`src/pinfn_pkg.sv`:
```
package pinfn_pkg;

  // ---------------------------------------------------------------
  // Register map
  // ---------------------------------------------------------------
  localparam logic [7:0] BUS_CTRL_LOW_OFS = 8'h00;
  localparam logic [7:0] PIN_FUNC_OFS = 8'h04;
  localparam logic [7:0] BUS_CTRL_LOW_RST = 8'h08;
  localparam logic [7:0] PIN_FUNC_RST = 8'h00;
  localparam logic [7:0] BUS_CTRL_LOW_WMASK = 8'hdf;
  localparam logic [7:0] PIN_FUNC_WMASK = 8'hff;

  // ---------------------------------------------------------------
  // Field positions
  // ---------------------------------------------------------------
  localparam int BUS_RELEASE_ENABLE_BIT = 7;
  localparam int BCL_FIXED_ZERO_BIT = 5;
  localparam int WAIT_PIN_ENABLE_BIT = 0;
  localparam int BUZZER_OUTPUT_ENABLE_BIT = 5;
  localparam int ADDR_FIELD_LSB = 0;
  localparam int ADDR_FIELD_MSB = 3;

  // ---------------------------------------------------------------
  // Pin groups and bus answers
  // ---------------------------------------------------------------
  localparam int ADDR_PINS = 16;
  localparam int PIN_BUS_REQ = 0;
  localparam int PIN_BUS_GRANT = 1;
  localparam int PIN_WAIT = 2;
  localparam int PIN_PORT_F1 = 3;
  localparam logic [1:0] RESP_OKAY = 2'b00;
  localparam logic [1:0] RESP_SLVERR = 2'b10;

  typedef enum logic {WR_IDLE = 1'b0, WR_RESP = 1'b1} wr_state_t;
  typedef enum logic {RD_IDLE = 1'b0, RD_DATA = 1'b1} rd_state_t;

  typedef struct packed {
    logic [15:0] ddr;
    logic [15:0] dr;
  } addr_port_t;

  typedef struct packed {
    logic [3:0] ddr;
    logic [3:0] dr;
  } ctl_port_t;

  typedef struct packed {
    logic [7:0] set_b;
    logic [7:0] set_a;
  } wdt_ticks_t;

  typedef struct packed {
    logic release_en;
    logic wait_en;
    logic buzzer_signal_en;
    logic [3:0] addr_field;
  } pin_cfg_t;

  typedef struct packed {
    logic [7:0] bcl;
    logic [7:0] pfc;
    wr_state_t wr_st;
    rd_state_t rd_st;
    logic aw_got;
    logic w_got;
    logic [7:0] awaddr;
    logic [7:0] wdata;
    logic wstrb0;
    logic [1:0] bresp;
    logic [7:0] rdata;
    logic [1:0] rresp;
  } slave_state_t;

  // Field value n enables the lowest n upper address pins, all 16 for n = 15
  function automatic logic [15:0] addr_en_mask(input logic [3:0] n);
    logic [15:0] m;
    m = 16'h0000;
    for (int i = 0; i < ADDR_PINS; i++) begin
      m[i] = (5'(i) < {1'b0, n}) || (n == 4'hf);
    end
    return m;
  endfunction : addr_en_mask

endpackage : pinfn_pkg

```
`src/bus_pin_function_control.sv`:
```
// Implementation choices: the placing of the registers and the AXI4-Lite interface to the registers.
`timescale 1ns/1ps
`default_nettype none
module bus_pin_function_control
  import pinfn_pkg::*;
(
  // Clock and reset
  input wire logic aclk,
  input wire logic aresetn,
  // AXI4-Lite write address
  input wire logic [7:0] s_axi_awaddr,
  input wire logic s_axi_awvalid,
  output logic s_axi_awready,
  // AXI4-Lite write data
  input wire logic [31:0] s_axi_wdata,
  input wire logic [3:0] s_axi_wstrb,
  input wire logic s_axi_wvalid,
  output logic s_axi_wready,
  // AXI4-Lite write response
  output logic [1:0] s_axi_bresp,
  output logic s_axi_bvalid,
  input wire logic s_axi_bready,
  // AXI4-Lite read address
  input wire logic [7:0] s_axi_araddr,
  input wire logic s_axi_arvalid,
  output logic s_axi_arready,
  // AXI4-Lite read data
  output logic [31:0] s_axi_rdata,
  output logic [1:0] s_axi_rresp,
  output logic s_axi_rvalid,
  input wire logic s_axi_rready,
  // Operating mode and bus controller
  input wire logic ext_mode,
  input wire logic [15:0] bus_addr,
  input wire logic bus_grant,
  output logic ext_bus_req,
  output logic ext_wait,
  // Watchdog clock sources
  input wire wdt_ticks_t wdt_ticks,
  input wire logic prescaler_source_select,
  input wire logic [2:0] watchdog_clock_select,
  output logic buzzer_signal,
  // Upper address pins A8 to A23
  input wire addr_port_t addr_port,
  output logic [15:0] addr_pin_out,
  output logic [15:0] addr_pin_oe,
  // Request, grant, wait and port F1 pins
  input wire ctl_port_t ctl_port,
  input wire logic [3:0] ctl_pin_in,
  output logic [3:0] ctl_pin_out,
  output logic [3:0] ctl_pin_oe
);

  // ---------------------------------------------------------------
  // Decode
  // ---------------------------------------------------------------

  // One-hot select: bit 0 control-low, bit 1 pin function
  function automatic logic [1:0] reg_sel(input logic [7:0] a);
    logic [1:0] s;
    s = 2'b00;
    if (a == BUS_CTRL_LOW_OFS) begin
      s = 2'b01;
    end else if (a == PIN_FUNC_OFS) begin
      s = 2'b10;
    end
    return s;
  endfunction : reg_sel

  // ---------------------------------------------------------------
  // State
  // ---------------------------------------------------------------

  slave_state_t st_r;
  slave_state_t st_nxt;
  pin_cfg_t cfg;
  logic aw_hs;
  logic w_hs;
  logic ar_hs;
  logic [7:0] wa;
  logic [7:0] wd;
  logic ws0;
  logic [1:0] wsel;
  logic [1:0] rsel;

  // Channel handshakes
  assign aw_hs = s_axi_awvalid & s_axi_awready;
  assign w_hs = s_axi_wvalid & s_axi_wready;
  assign ar_hs = s_axi_arvalid & s_axi_arready;

  // Address and data of the pending write, captured or live
  assign wa = st_r.aw_got ? st_r.awaddr : s_axi_awaddr;
  assign wd = st_r.w_got ? st_r.wdata : s_axi_wdata[7:0];
  assign ws0 = st_r.w_got ? st_r.wstrb0 : s_axi_wstrb[0];
  assign wsel = reg_sel(wa);
  assign rsel = reg_sel(s_axi_araddr);

  // ---------------------------------------------------------------
  // Next state
  // ---------------------------------------------------------------

  // Write and read channels, each one transfer at a time
  always_comb begin
    st_nxt = st_r;
    case (st_r.wr_st)
      WR_IDLE: begin
        if (aw_hs) begin
          st_nxt.aw_got = 1'b1;
          st_nxt.awaddr = s_axi_awaddr;
        end
        if (w_hs) begin
          st_nxt.w_got = 1'b1;
          st_nxt.wdata = s_axi_wdata[7:0];
          st_nxt.wstrb0 = s_axi_wstrb[0];
        end
        if ((st_r.aw_got | aw_hs) & (st_r.w_got | w_hs)) begin
          st_nxt.aw_got = 1'b0;
          st_nxt.w_got = 1'b0;
          st_nxt.wr_st = WR_RESP;
          st_nxt.bresp = (wsel == 2'b00) ? RESP_SLVERR : RESP_OKAY;
          // Bit 5 of control-low stays zero whatever is written
          if (wsel[0] & ws0) begin
            st_nxt.bcl = (wd & BUS_CTRL_LOW_WMASK) | (st_r.bcl & ~BUS_CTRL_LOW_WMASK);
          end
          if (wsel[1] & ws0) begin
            st_nxt.pfc = (wd & PIN_FUNC_WMASK) | (st_r.pfc & ~PIN_FUNC_WMASK);
          end
        end
      end
      WR_RESP: begin
        if (s_axi_bready) begin
          st_nxt.wr_st = WR_IDLE;
        end
      end
      default: begin
        st_nxt.wr_st = WR_IDLE;
      end
    endcase
    case (st_r.rd_st)
      RD_IDLE: begin
        if (ar_hs) begin
          st_nxt.rd_st = RD_DATA;
          st_nxt.rresp = RESP_OKAY;
          if (rsel[0]) begin
            st_nxt.rdata = st_r.bcl;
          end else if (rsel[1]) begin
            st_nxt.rdata = st_r.pfc;
          end else begin
            st_nxt.rdata = 8'h00;
            st_nxt.rresp = RESP_SLVERR;
          end
        end
      end
      RD_DATA: begin
        if (s_axi_rready) begin
          st_nxt.rd_st = RD_IDLE;
        end
      end
      default: begin
        st_nxt.rd_st = RD_IDLE;
      end
    endcase
  end

  // Register the state; reset loads the documented defaults
  always_ff @(posedge aclk) begin
    if (!aresetn) begin
      st_r <= '0;
      st_r.bcl <= BUS_CTRL_LOW_RST;
      st_r.pfc <= PIN_FUNC_RST;
      st_r.wr_st <= WR_IDLE;
      st_r.rd_st <= RD_IDLE;
    end else begin
      st_r <= st_nxt;
    end
  end

  // ---------------------------------------------------------------
  // Bus outputs
  // ---------------------------------------------------------------

  // Ready while idle and the channel is not already held
  assign s_axi_awready = (st_r.wr_st == WR_IDLE) & ~st_r.aw_got;
  assign s_axi_wready = (st_r.wr_st == WR_IDLE) & ~st_r.w_got;
  assign s_axi_bvalid = (st_r.wr_st == WR_RESP);
  assign s_axi_bresp = st_r.bresp;
  assign s_axi_arready = (st_r.rd_st == RD_IDLE);
  assign s_axi_rvalid = (st_r.rd_st == RD_DATA);
  assign s_axi_rresp = st_r.rresp;
  assign s_axi_rdata = {24'h000000, st_r.rdata};

  // ---------------------------------------------------------------
  // Pin functions
  // ---------------------------------------------------------------

  // Configuration bits steering the pin muxes
  assign cfg.release_en = st_r.bcl[BUS_RELEASE_ENABLE_BIT];
  assign cfg.wait_en = st_r.bcl[WAIT_PIN_ENABLE_BIT];
  assign cfg.buzzer_signal_en = st_r.pfc[BUZZER_OUTPUT_ENABLE_BIT];
  assign cfg.addr_field = st_r.pfc[ADDR_FIELD_MSB:ADDR_FIELD_LSB];

  // Upper address pins
  addr_pin_mux u_addr (
    .ext_mode(ext_mode),
    .addr_field(cfg.addr_field),
    .bus_addr(bus_addr),
    .addr_port(addr_port),
    .addr_pin_out(addr_pin_out),
    .addr_pin_oe(addr_pin_oe)
  );

  // Release, wait and buzzer pins
  pin_role_mux u_roles (
    .cfg(cfg),
    .bus_grant(bus_grant),
    .wdt_ticks(wdt_ticks),
    .prescaler_source_select(prescaler_source_select),
    .watchdog_clock_select(watchdog_clock_select),
    .ext_bus_req(ext_bus_req),
    .ext_wait(ext_wait),
    .buzzer_signal(buzzer_signal),
    .ctl_port(ctl_port),
    .ctl_pin_in(ctl_pin_in),
    .ctl_pin_out(ctl_pin_out),
    .ctl_pin_oe(ctl_pin_oe)
  );

  logic wr_commit;
  assign wr_commit = (st_r.wr_st == WR_IDLE) & (st_r.aw_got | aw_hs) & (st_r.w_got | w_hs);
endmodule : bus_pin_function_control
`default_nettype wire

```
`src/addr_pin_mux.sv`:
```
`timescale 1ns/1ps
`default_nettype none
module addr_pin_mux
  import pinfn_pkg::*;
(
  // Configuration
  input wire logic ext_mode,
  input wire logic [3:0] addr_field,
  // Address and port sources
  input wire logic [15:0] bus_addr,
  input wire addr_port_t addr_port,
  // Pin drive
  output logic [15:0] addr_pin_out,
  output logic [15:0] addr_pin_oe
);

  logic [15:0] en;

  // Field only acts in extended mode
  assign en = ext_mode ? addr_en_mask(addr_field) : 16'h0000;

  // Address wins over direction bit; else port output or input
  always_comb begin
    for (int i = 0; i < ADDR_PINS; i++) begin
      addr_pin_out[i] = en[i] ? bus_addr[i] : addr_port.dr[i];
      addr_pin_oe[i] = en[i] | addr_port.ddr[i];
    end
  end

endmodule : addr_pin_mux
`default_nettype wire

```
`src/pin_role_mux.sv`:
```
`timescale 1ns/1ps
`default_nettype none
module pin_role_mux
  import pinfn_pkg::*;
(
  // Configuration
  input wire pin_cfg_t cfg,
  // Core side
  input wire logic bus_grant,
  input wire wdt_ticks_t wdt_ticks,
  input wire logic prescaler_source_select,
  input wire logic [2:0] watchdog_clock_select,
  output logic ext_bus_req,
  output logic ext_wait,
  output logic buzzer_signal,
  // Pins and their port bits
  input wire ctl_port_t ctl_port,
  input wire logic [3:0] ctl_pin_in,
  output logic [3:0] ctl_pin_out,
  output logic [3:0] ctl_pin_oe
);

  // Buzzer carries the chosen watchdog input clock
  assign buzzer_signal = prescaler_source_select ?
    wdt_ticks.set_b[watchdog_clock_select] : wdt_ticks.set_a[watchdog_clock_select];

  // Pins pass to core only while their function is on
  assign ext_bus_req = cfg.release_en & ~ctl_pin_in[PIN_BUS_REQ];
  assign ext_wait = cfg.wait_en & ~ctl_pin_in[PIN_WAIT];

  // Pin roles, falling back to port bits when disabled
  always_comb begin
    ctl_pin_out = ctl_port.dr;
    ctl_pin_oe = ctl_port.ddr;
    if (cfg.release_en) begin
      ctl_pin_oe[PIN_BUS_REQ] = 1'b0;
      ctl_pin_out[PIN_BUS_GRANT] = ~bus_grant;
      ctl_pin_oe[PIN_BUS_GRANT] = 1'b1;
    end
    if (cfg.wait_en) begin
      ctl_pin_oe[PIN_WAIT] = 1'b0;
    end
    if (cfg.buzzer_signal_en) begin
      ctl_pin_out[PIN_PORT_F1] = buzzer_signal;
      ctl_pin_oe[PIN_PORT_F1] = 1'b1;
    end
  end

endmodule : pin_role_mux
`default_nettype wire

```
`config.mk`:
```
export PLATFORM = sky130hd
export DESIGN_NAME = bus_pin_function_control
export DESIGN_NICKNAME = d
export VERILOG_FILES = /design/src/pinfn_pkg.sv /design/src/bus_pin_function_control.sv /design/src/addr_pin_mux.sv /design/src/pin_role_mux.sv
export SDC_FILE = /design/constraint.sdc
export NUM_CORES = 1
export LEC_CHECK = 0
export ABC_AREA = 0
export BUFFER_PORTS_ARGS = -buffer_cell sky130_fd_sc_hd__buf_2
export CAP_MARGIN = 10
export CORE_ASPECT_RATIO = 0.6
export CORE_MARGIN = 4
export CORE_UTILIZATION = 41
export CTS_BUF_LIST = sky130_fd_sc_hd__clkbuf_16
export CTS_CLUSTER_DIAMETER = 50
export DETAILED_ROUTE_END_ITERATION = 6
export PLACE_DENSITY = 0.85
export SLEW_MARGIN = 40
export SYNTH_ARGS = -nofsm -noshare
export SYNTH_HDL_FRONTEND = slang
export SYNTH_HIERARCHICAL = 1
export SYNTH_SLANG_ARGS = --single-unit
```
`constraint.sdc`:
```
create_clock -name aclk -period 1.75 [get_ports aclk]
set_input_delay 0.35 -clock aclk [delete_from_list [all_inputs] [get_ports aclk]]
set_output_delay 0.35 -clock aclk [all_outputs]
set_load 0.005 [all_outputs]
```
==> impl_metrics.toml, run 1 <==
[clock_tree]
clock_latency_ns = 0.30
cts_tree = "done"
cts_hold_repair.buffers = 0
clock-sinks = 46
cts-root-buf = "clkbuf_16"
path_clk_slew_ns = 0.07
htree_levels = 2
cts_buffer_depth = 2
cts_inserted_buffers = 5

[logic_synthesis]
ys_seq_elements = 46
syn_avg_cell_area_um2 = 9.34
ys_seq_area_share_pct = 30.9
synth_top_area_share_pct = 30.9
postSynthCellCount = 319
synth_top_area_cell = "dfxtp_1"
synthTopCellsByArea = "dfxtp_1 (31%), mux2i_1 (13%), buf_4 (11%), mux2_2 (11%), nor2_1 (5.2%)"
yosys_warnings = 6
synth_area_um2 = 2980
synth.distinct_cells = 48
synthFlopType = "dfxtp_1"
async_reset_ff_share_pct = 0
synth-edff-count = 0

[pwr]
p_total_uw = 2830
peakVddDrop_mv = 0.575
powerDensity_nw_per_um2 = 662
leakage_uw = 0.00217

[floorplan]
start_util_pct = 43.5
die_h_um = 74.0
num_io_pins = 225
dieWidth_um = 118
die-area_um2 = 8740
num_rows = 23
fp.coreArea_um2 = 6850

[finish]
final_core_util_pct = 62.4
drive_gt1_share_pct = 55.7
syn2layout_area_growth_pct = 43.5
finalInstanceArea_um2 = 4280
fin_nets = 628
nFillCells = 564
insertedDiodeCount = 0

[timing]
max_freq_ghz = 0.514
grt_setup_unrepaired = "true"
clock_skew_ns = 0.00863
finalWorstSetupSlack_ns = -0.196
final_max_slew_viol_count = 0
timing.hold.ws_ns = 0.305
setup_viol = 22
hold_viol = 0
period_minus_slack_ns = 1.95
fin_crit_sh_pct = 111

[run_status]
violations = "negative setup slack"
outcome = "complete, but fails checks"

[placed_design]
routabilityCongestion = 0.860
port_buffers = 165
dp_slack_ns = -0.207
hpwl_um = 6920
placed_area_um2 = 3750

[global_routing]
grt-ovfl-total = 0
grt.busiest_layer = "met2"
grt_pass1_vias = 2863
met3_usage_pct = 6.38
use_met2_pct = 33.8
antenna_found_initial = 1
grtUsageTotal_pct = 19.1
grtUsageMet1_pct = 21.6
grt_max_degree = 28
grt_pass1_wl_um = 13400

[job]
max_cap_viol_count = 0

[min_path]
hold_path_class = "primary input to register"

[critical_path]
arrival_ns = 1.60
end_kind = "primary output"
crit_path_start_kind = "register"
required_ns = 1.40
critPathMaxFanout = 3
critical_path_class = "register to primary output"

[route]
firstDrtPassIters = 4
drc_errors = 0
via_count = 2836
dr.first_iter.drc_count = 138
wl_per_cell_um = 16.0
routed_via_density = 4.93
drt-total-wl_um = 9220
ant_nets = 0
registers in the layout, summed over array words and instances (netlist names):
register,flops
s_axi_bvalid,1
s_axi_rdata,8
cfg,7
s_axi_rresp,1
st_r,27
s_axi_bresp,1
s_axi_rvalid,1
where the power goes:
group,switching (µW),internal (µW)
Combinational,277,331
Clock,425,677
Sequential,30.1,1090
Total,732,2100
logic make-up after synthesis:
group / synth area share, %
other cells: 0.126
flops: 30.9
compound gates: 9.15
simple gates: 18.7
buf+inv: 14.1
mux: 27.0
placed cells by master (no fill, tap or decap), types with 2 or more instances in the layout:
cell	instances
clkbuf_16	5
nor2_1	38
nor2_4	3
or2_4	2
buf_6	18
nand2b_1	12
nand2_2	3
nor2b_1	4
or2_2	6
o21ai_4	2
dfxtp_2	3
or4_1	2
mux2_4	11
mux2i_1	39
nor3_1	3
conb_1	26
mux4_2	3
buf_8	2
dfxtp_1	42
nand2_1	21
a21oi_1	5
a22oi_1	7
nand4_4	2
mux2_2	19
inv_1	4
o211ai_1	2
buf_4	18
buf_2	152
routing by layer:
| layer | routed length [µm] | up-vias |
|---|---|---|
| met1 | 3640 | 1285 |
| met4 | 298 | 2 |
| li1 | - | 1380 |
| met5 | 13 | - |
| met3 | 721 | 28 |
| met2 | 4540 | 141 |
through the flow:
step	setup TNS, ns	instances
floorplan	0	344
CTS	-2.05	574
detailed placement	-1.97	558
global route	-3.68	575
global placement	-1.38	558
finish	-2.59	575
worst max-delay path, cell delays in order (launching register included):
cell and delay (ns):
dfxtp_2 0.34, buf_6 0.12, o41ai_4 0.39, mux2_4 0.34
buf_6 0.11
area by class of cell:
type,instances,area (µm²),share of cell area [%]
Clock inverter,3,43.8,1.02
Inverter,4,15.0,0.351
Tap cell,87,109,2.55
Multi-Input combinational cell,239,1910,44.6
Timing Repair Buffer,191,1150,26.9
Sequential cell,46,928,21.7
Clock buffer,5,125,2.93
final timing paths:
check / from / to / slack, ns / depth (start not counted)
setup / recovery: cfg[2]$_SDFFE_PN0P_ / addr_pin_out[0] / -0.20 / 4
hold / removal: s_axi_wdata[7] / st_r[20]$_SDFFE_PN0P_ / 0.31 / 3
setup reg to reg: st_r[26]$_SDFFE_PN0P_ / st_r[37]$_SDFFE_PN0P_ / 0.07 / 4
hold reg to reg: st_r[47]$_SDFFE_PN0P_ / st_r[47]$_SDFFE_PN0P_ / 0.47 / 2
synthesized netlist by cell type, drive strengths merged (2+ instances only):
cell	count
o211ai	2
mux2i	39
clkbuf	5
nand4	3
a21oi	6
dfxtp	46
buf	48
mux2	30
o22ai	2
nand2b	12
nor3	4
nor3b	2
a21o	2
or2	8
mux4	3
or4	2
nand2	26
inv	4
dlygate4sd1	2
a22oi	7
o21ai	4
nor2b	5
nor2	42
what timing repair did:
action | 4_1_cts | 5_1_grt
resized for setup | 57 | 16
endpoints found under the setup margin | 28 | 29
pin swaps | 12 | 7
setup buffers | 8 | 2
(Power assumes the default switching activity.)
==> run 2: changes to the inputs <==
==> constraint.sdc (replaced) <==
create_clock -name aclk -period 1.75 [get_ports aclk]
set_input_delay 0.0875 -clock aclk [delete_from_list [all_inputs] [get_ports aclk]]
set_output_delay 0.0875 -clock aclk [all_outputs]
set_load 0.005 [all_outputs]
==> run 2 against run 1 <==
  * The run now ends clean
  * Critical path depth is the same
  * Clock power decreased by 16%
  * Via count is 2.9% lower
  * Total power decreased by 8.4%
  * Combinational power is 10% lower
  * Count of clock-buffer cells in the layout did not move
  * Largest cell class unchanged
  * Highest routed layer unchanged
==> impl_metrics.toml, run 2 (same netlist as run 1, synthesis figures left out) <==
[timing]
fin_crit_sh_pct = 96.0
clock_skew_ns = 0.00579
hold_viol = 0
max_freq_ghz = 0.595
fin_setup_tns_ns = 0
setup_viol = 0
timing.hold.ws_ns = 0.0527
grt_setup_unrepaired = "false"
final_max_slew_viol_count = 0
period_minus_slack_ns = 1.68

[pwr]
p_total_uw = 2590
leakage_uw = 0.00195
peakVddDrop_mv = 0.367
powerDensity_nw_per_um2 = 675

[run_status]
outcome = "complete, no violations"

[clock_tree]
clock-sinks = 46
cts_buffer_depth = 2
cts_tree = "done"
htree_levels = 2
cts_hold_repair.buffers = 0
cts-root-buf = "clkbuf_16"
clock_latency_ns = 0.28
cts_inserted_buffers = 5
path_clk_slew_ns = 0.07

[route]
wl_met1_um = 3410
met3RoutedLength_um = 625
routed.top_layer = "met5"
wl_per_cell_um = 15.1
wl_met2_um = 4290
routed_via_density = 4.93
drt-total-wl_um = 8410
firstDrtPassIters = 4
via_count = 2753
drc_errors = 0
dr.first_iter.drc_count = 112
ant_nets = 0

[global_routing]
antenna_found_initial = 1
grt_pass1_vias = 2655
grtUsageTotal_pct = 17.8
grt_max_degree = 28
grt-ovfl-total = 0
grt_pass1_wl_um = 12700

[placed_design]
port_buffers = 165
routabilityCongestion = 0.859
dp.cells = 550
hpwl_um = 6990

[floorplan]
num_io_pins = 225
die_h_um = 74.0
dieWidth_um = 118
start_util_pct = 43.5
num_rows = 23
fp.coreArea_um2 = 6850
die-area_um2 = 8740

[critical_path]
required_ns = 1.66
critical_path_class = "register to primary output"
crit_start = "cfg[3]$_SDFFE_PN0P_"
critPathMaxFanout = 8
end_kind = "primary output"
crit_path_start_kind = "register"
rr_endpoint = "cfg[6]$_SDFFE_PN0P_"
reg2regPathDepth = 4
arrival_ns = 1.59
r2r-start = "st_r[26]$_SDFFE_PN0P_"
r2r_setup_slack_ns = 0.10
setup.worst_path.end = "addr_pin_out[1]"

[finish]
fin_cells = 558
syn2layout_area_growth_pct = 28.7
insertedDiodeCount = 0
largest-register = "st_r"
nFillCells = 612
drive_gt1_share_pct = 50.5
final_common_cell = "buf_2"
largest_register_ffs = 27
most-common-layout-cells = "buf_2 (165), dfxtp_1 (42), nor2_1 (41), mux2i_1 (39), mux2_2 (28)"
fin_nets = 611

[job]
max_cap_viol_count = 0

[min_path]
hold_path_class = "primary input to register"
-- run 2: per-stage QoR --
stage	util [%]	cell area [µm²]	setup slack, ns
floorplan	-	3070	0.180
global placement	53.7	3670	0.153
detailed placement	53.7	3670	0.0993
CTS	55.8	3820	0.00143
global route	56.0	3840	0.0217
finish	56.0	3840	0.0698
-- run 2: repair_timing --
| action | 4_1_cts | 5_1_grt |
|---|---|---|
| pin swaps | 0 | 1 |
| cloned | 0 | 0 |
| endpoints found under the setup margin | 10 | 8 |
| setup buffers | 0 | 0 |
| gates resized for setup | 3 | 5 |
-- run 2: area by class of cell --
cell class	instances	area (µm²)	area share [%]
clock buffer	5	125	3.26
clock inverter	3	21.3	0.554
inverter	4	15.0	0.391
multi-input combinational	239	1740	45.4
sequential	46	931	24.3
tap	87	109	2.84
timing repair buffer	174	893	23.3
-- run 2: layer usage --
metal	GRT usage, %	up-vias
met1	21.8	1282
met4	3.90	2
met2	32.2	117
met3	4.86	14
met5	0	-
li1	-	1338
-- run 2: worst min path at each step --
stage,startpoint,end,slack [ns],cells after the start
6_report,s_axi_wstrb[0],st_r[12]$_SDFFE_PN0P_,0.05,3
5_1_grt,s_axi_wstrb[0],st_r[12]$_SDFFE_PN0P_,0.06,3
4_1_cts,s_axi_wstrb[0],st_r[12]$_SDFFE_PN0P_,0.05,3
3_5_place_dp,ctl_port[0],ctl_pin_out[0],0.18,0
3_3_place_gp,ctl_port[0],ctl_pin_out[0],0.18,0
2_1_floorplan,ctl_pin_in[0],ext_bus_req,0.21,1
-- run 2: worst max-delay path: stages (launching register included) --
cell and delay [ns]:
dfxtp_4 0.39, buf_4 0.16, o31ai_2 0.27, mux2_2 0.36, buf_2 0.12
-- run 2: power breakdown --
part	internal [µW]	leakage (µW)	switching (µW)
sequential	1090	0.000377	30.6
clock	528	0.0000698	396
combinational	289	0.00151	258
==> run 3: changes to the inputs <==
--- a/config.mk
+++ b/config.mk
@@ -6,15 +6,15 @@
 export NUM_CORES = 1
 export LEC_CHECK = 0
 export ABC_AREA = 0
-export BUFFER_PORTS_ARGS = -buffer_cell sky130_fd_sc_hd__buf_2
+export BUFFER_PORTS_ARGS = -buffer_cell sky130_fd_sc_hd__buf_4
 export CAP_MARGIN = 10
 export CORE_ASPECT_RATIO = 0.6
 export CORE_MARGIN = 4
-export CORE_UTILIZATION = 41
-export CTS_BUF_LIST = sky130_fd_sc_hd__clkbuf_16
+export CORE_UTILIZATION = 42
+export CTS_BUF_LIST = sky130_fd_sc_hd__clkbuf_8
 export CTS_CLUSTER_DIAMETER = 50
 export DETAILED_ROUTE_END_ITERATION = 6
-export PLACE_DENSITY = 0.85
+export PLACE_DENSITY = 0.87
 export SLEW_MARGIN = 40
 export SYNTH_ARGS = -nofsm -noshare
 export SYNTH_HDL_FRONTEND = slang
==> run 3 against run 2 <==
  * Total power fell by 6.0%
  * Register-to-register slack lost 0.04 ns
  * Combinational power up 20%
  * Utilization increased by 6.7 points
  * Worst hold slack worse by 0.018 ns
  * Sequential cell count did not move
  * Clock skew up 0.0025 ns
  * Sequential share of layout area fell by 2.4 points
  * First-iteration DRC count grew 1.8%
==> impl_metrics.toml, run 3 (same netlist as run 1, synthesis figures left out) <==
[run_status]
outcome = "complete, no violations"

[critical_path]
required_ns = 1.96
cp_slowest_cell = "or4b_4"
arrival_ns = 1.91
critical_path_class = "register to register"
critPathMaxFanout = 8
cp_slowest_stage_delay_ns = 0.55
crit_path_start_kind = "register"
r2r_setup_slack_ns = 0.06
reg2regPathDepth = 4
rr_endpoint = "st_r[37]$_SDFFE_PN0P_"
cp_num_buf_inv = 0
end_kind = "register"
r2r-start = "st_r[26]$_SDFFE_PN0P_"
critPathTopFamily = "simple AND/OR/NAND/NOR gates"
crit_chain = "or4b_4 > o22ai_4 > nand4_4 > mux2i_1"

[route]
drc_errors = 0
wl_per_cell_um = 14.9
drt-total-wl_um = 8370
ant_nets = 0
firstDrtPassIters = 4
routed_via_density = 4.93
via_count = 2765
dr.first_iter.drc_count = 114

[clock_tree]
htree_levels = 2
cts_inserted_buffers = 5
cts_hold_repair.buffers = 0
cts-root-buf = "clkbuf_8"
cts_tree = "done"
clock-sinks = 46
clock_latency_ns = 0.29
path_clk_slew_ns = 0.08
cts_buffer_depth = 2

[finish]
final_core_util_pct = 62.7
fin_nets = 614
final_common_cell = "buf_4"
largest_register_ffs = 27
nFillCells = 537
regArea_um2 = 933
finalInstanceArea_um2 = 4260
multi_input_area_um2 = 1770
drive_gt1_share_pct = 51.1
syn2layout_area_growth_pct = 42.9
insertedDiodeCount = 0
largest-register = "st_r"
most-common-layout-cells = "buf_4 (175), dfxtp_1 (42), nor2_1 (41), mux2i_1 (39), mux2_2 (27)"

[global_routing]
grtUsageTotal_pct = 18.6
grt_pass1_wl_um = 12800
antenna_found_initial = 0
grt_max_degree = 28
grt-ovfl-total = 0
grt_pass1_vias = 2834

[placed_design]
routabilityCongestion = 0.823
port_buffers = 165
placed_area_um2 = 4100
hpwl_um = 6890

[floorplan]
fp.coreArea_um2 = 6790
num_io_pins = 225
die_h_um = 73.3
dieWidth_um = 117
start_util_pct = 43.9
die-area_um2 = 8550
num_rows = 23

[timing]
max_freq_ghz = 0.590
final_max_slew_viol_count = 0
period_minus_slack_ns = 1.69
grt_setup_unrepaired = "false"
clock_skew_ns = 0.00830
fin_crit_sh_pct = 96.8
hold_viol = 0
setup_viol = 0

[pwr]
leakage_uw = 0.00210
peakVddDrop_mv = 0.268
powerDensity_nw_per_um2 = 572

[min_path]
hold_path_class = "primary input to register"
holdCritStartpoint = "s_axi_wdata[2]"
min_path_cells = 3
hold_path_end = "st_r[15]$_SDFFE_PN0P_"

[job]
max_cap_viol_count = 0
## run 3: changes by cell type in the layout (fill, tap and decap cells not counted), sizes merged
cell    before  now
clkbuf       5    6
buf        174  177
clkinv       2    1
## run 3: worst reg2reg max path: cells and delay by family (launching register included)
kind | cells | cell delay [ns]
compound gates | 1 | 0.23
flops | 1 | 0.32
mux | 1 | 0.26
simple gates | 2 | 0.81
## run 3: area by class of cell
class | count | share of cell area [%]
clock buffer | 6 | 1.94
clock inverter | 2 | 0.294
tap | 87 | 2.56
sequential | 46 | 21.9
multi-input combinational | 239 | 41.5
timing repair buffer | 177 | 31.5
inverter | 4 | 0.352
## run 3: routing by layer
layer  share of wire, %  global-route usage (%)
met1                 39                    21.3
met2                 52                    34.5
met3                7.1                    4.61
met4                1.7                    5.47
met5                  0                       0
## run 3: per-stage QoR
| stage | total power, µW | hold WS, ns | TNS, ns | std cells | worst slack, ns |
|---|---|---|---|---|---|
| after CTS | 2460 | 0.0266 | -0.00849 | 560 | -0.00486 |
| final | 2440 | 0.0350 | 0 | 561 | 0.0560 |
| after global placement | 1780 | 0.175 | 0 | 552 | 0.136 |
| after detailed placement | 1800 | 0.175 | 0 | 552 | 0.0895 |
| after global routing | 2570 | 0.0208 | 0 | 561 | 0.000581 |
| after floorplan | 1500 | 0.205 | 0 | 344 | 0.180 |
## run 3: worst max-delay path by stage
stage	start	end	slack [ns]	cells past startpoint
4_1_cts	cfg[1]$_SDFFE_PN0P_	addr_pin_out[1]	-0.005	4
3_5_place_dp	st_r[26]$_SDFFE_PN0P_	st_r[37]$_SDFFE_PN0P_	0.09	4
2_1_floorplan	st_r[30]$_SDFFE_PN0P_	cfg[0]$_SDFFE_PN0P_	0.18	5
6_report	st_r[26]$_SDFFE_PN0P_	st_r[37]$_SDFFE_PN0P_	0.06	4
3_3_place_gp	st_r[26]$_SDFFE_PN0P_	cfg[2]$_SDFFE_PN0P_	0.14	4
5_1_grt	st_r[26]$_SDFFE_PN0P_	cfg[6]$_SDFFE_PN0P_	0.0006	4
## run 3: power breakdown
group | switching, µW | internal, µW | total [µW]
registers | 29.4 | 1090 | 1110
clock network | 344 | 317 | 662
logic | 263 | 396 | 659
total | 637 | 1800 | 2440
## run 3: what timing repair did
action | 4_1_cts | 5_1_grt
gates resized for setup | 4 | 12
buffers inserted | 0 | 1
endpoints found under the setup margin | 9 | 8
pin swaps | 0 | 3
gates cloned | 0 | 0
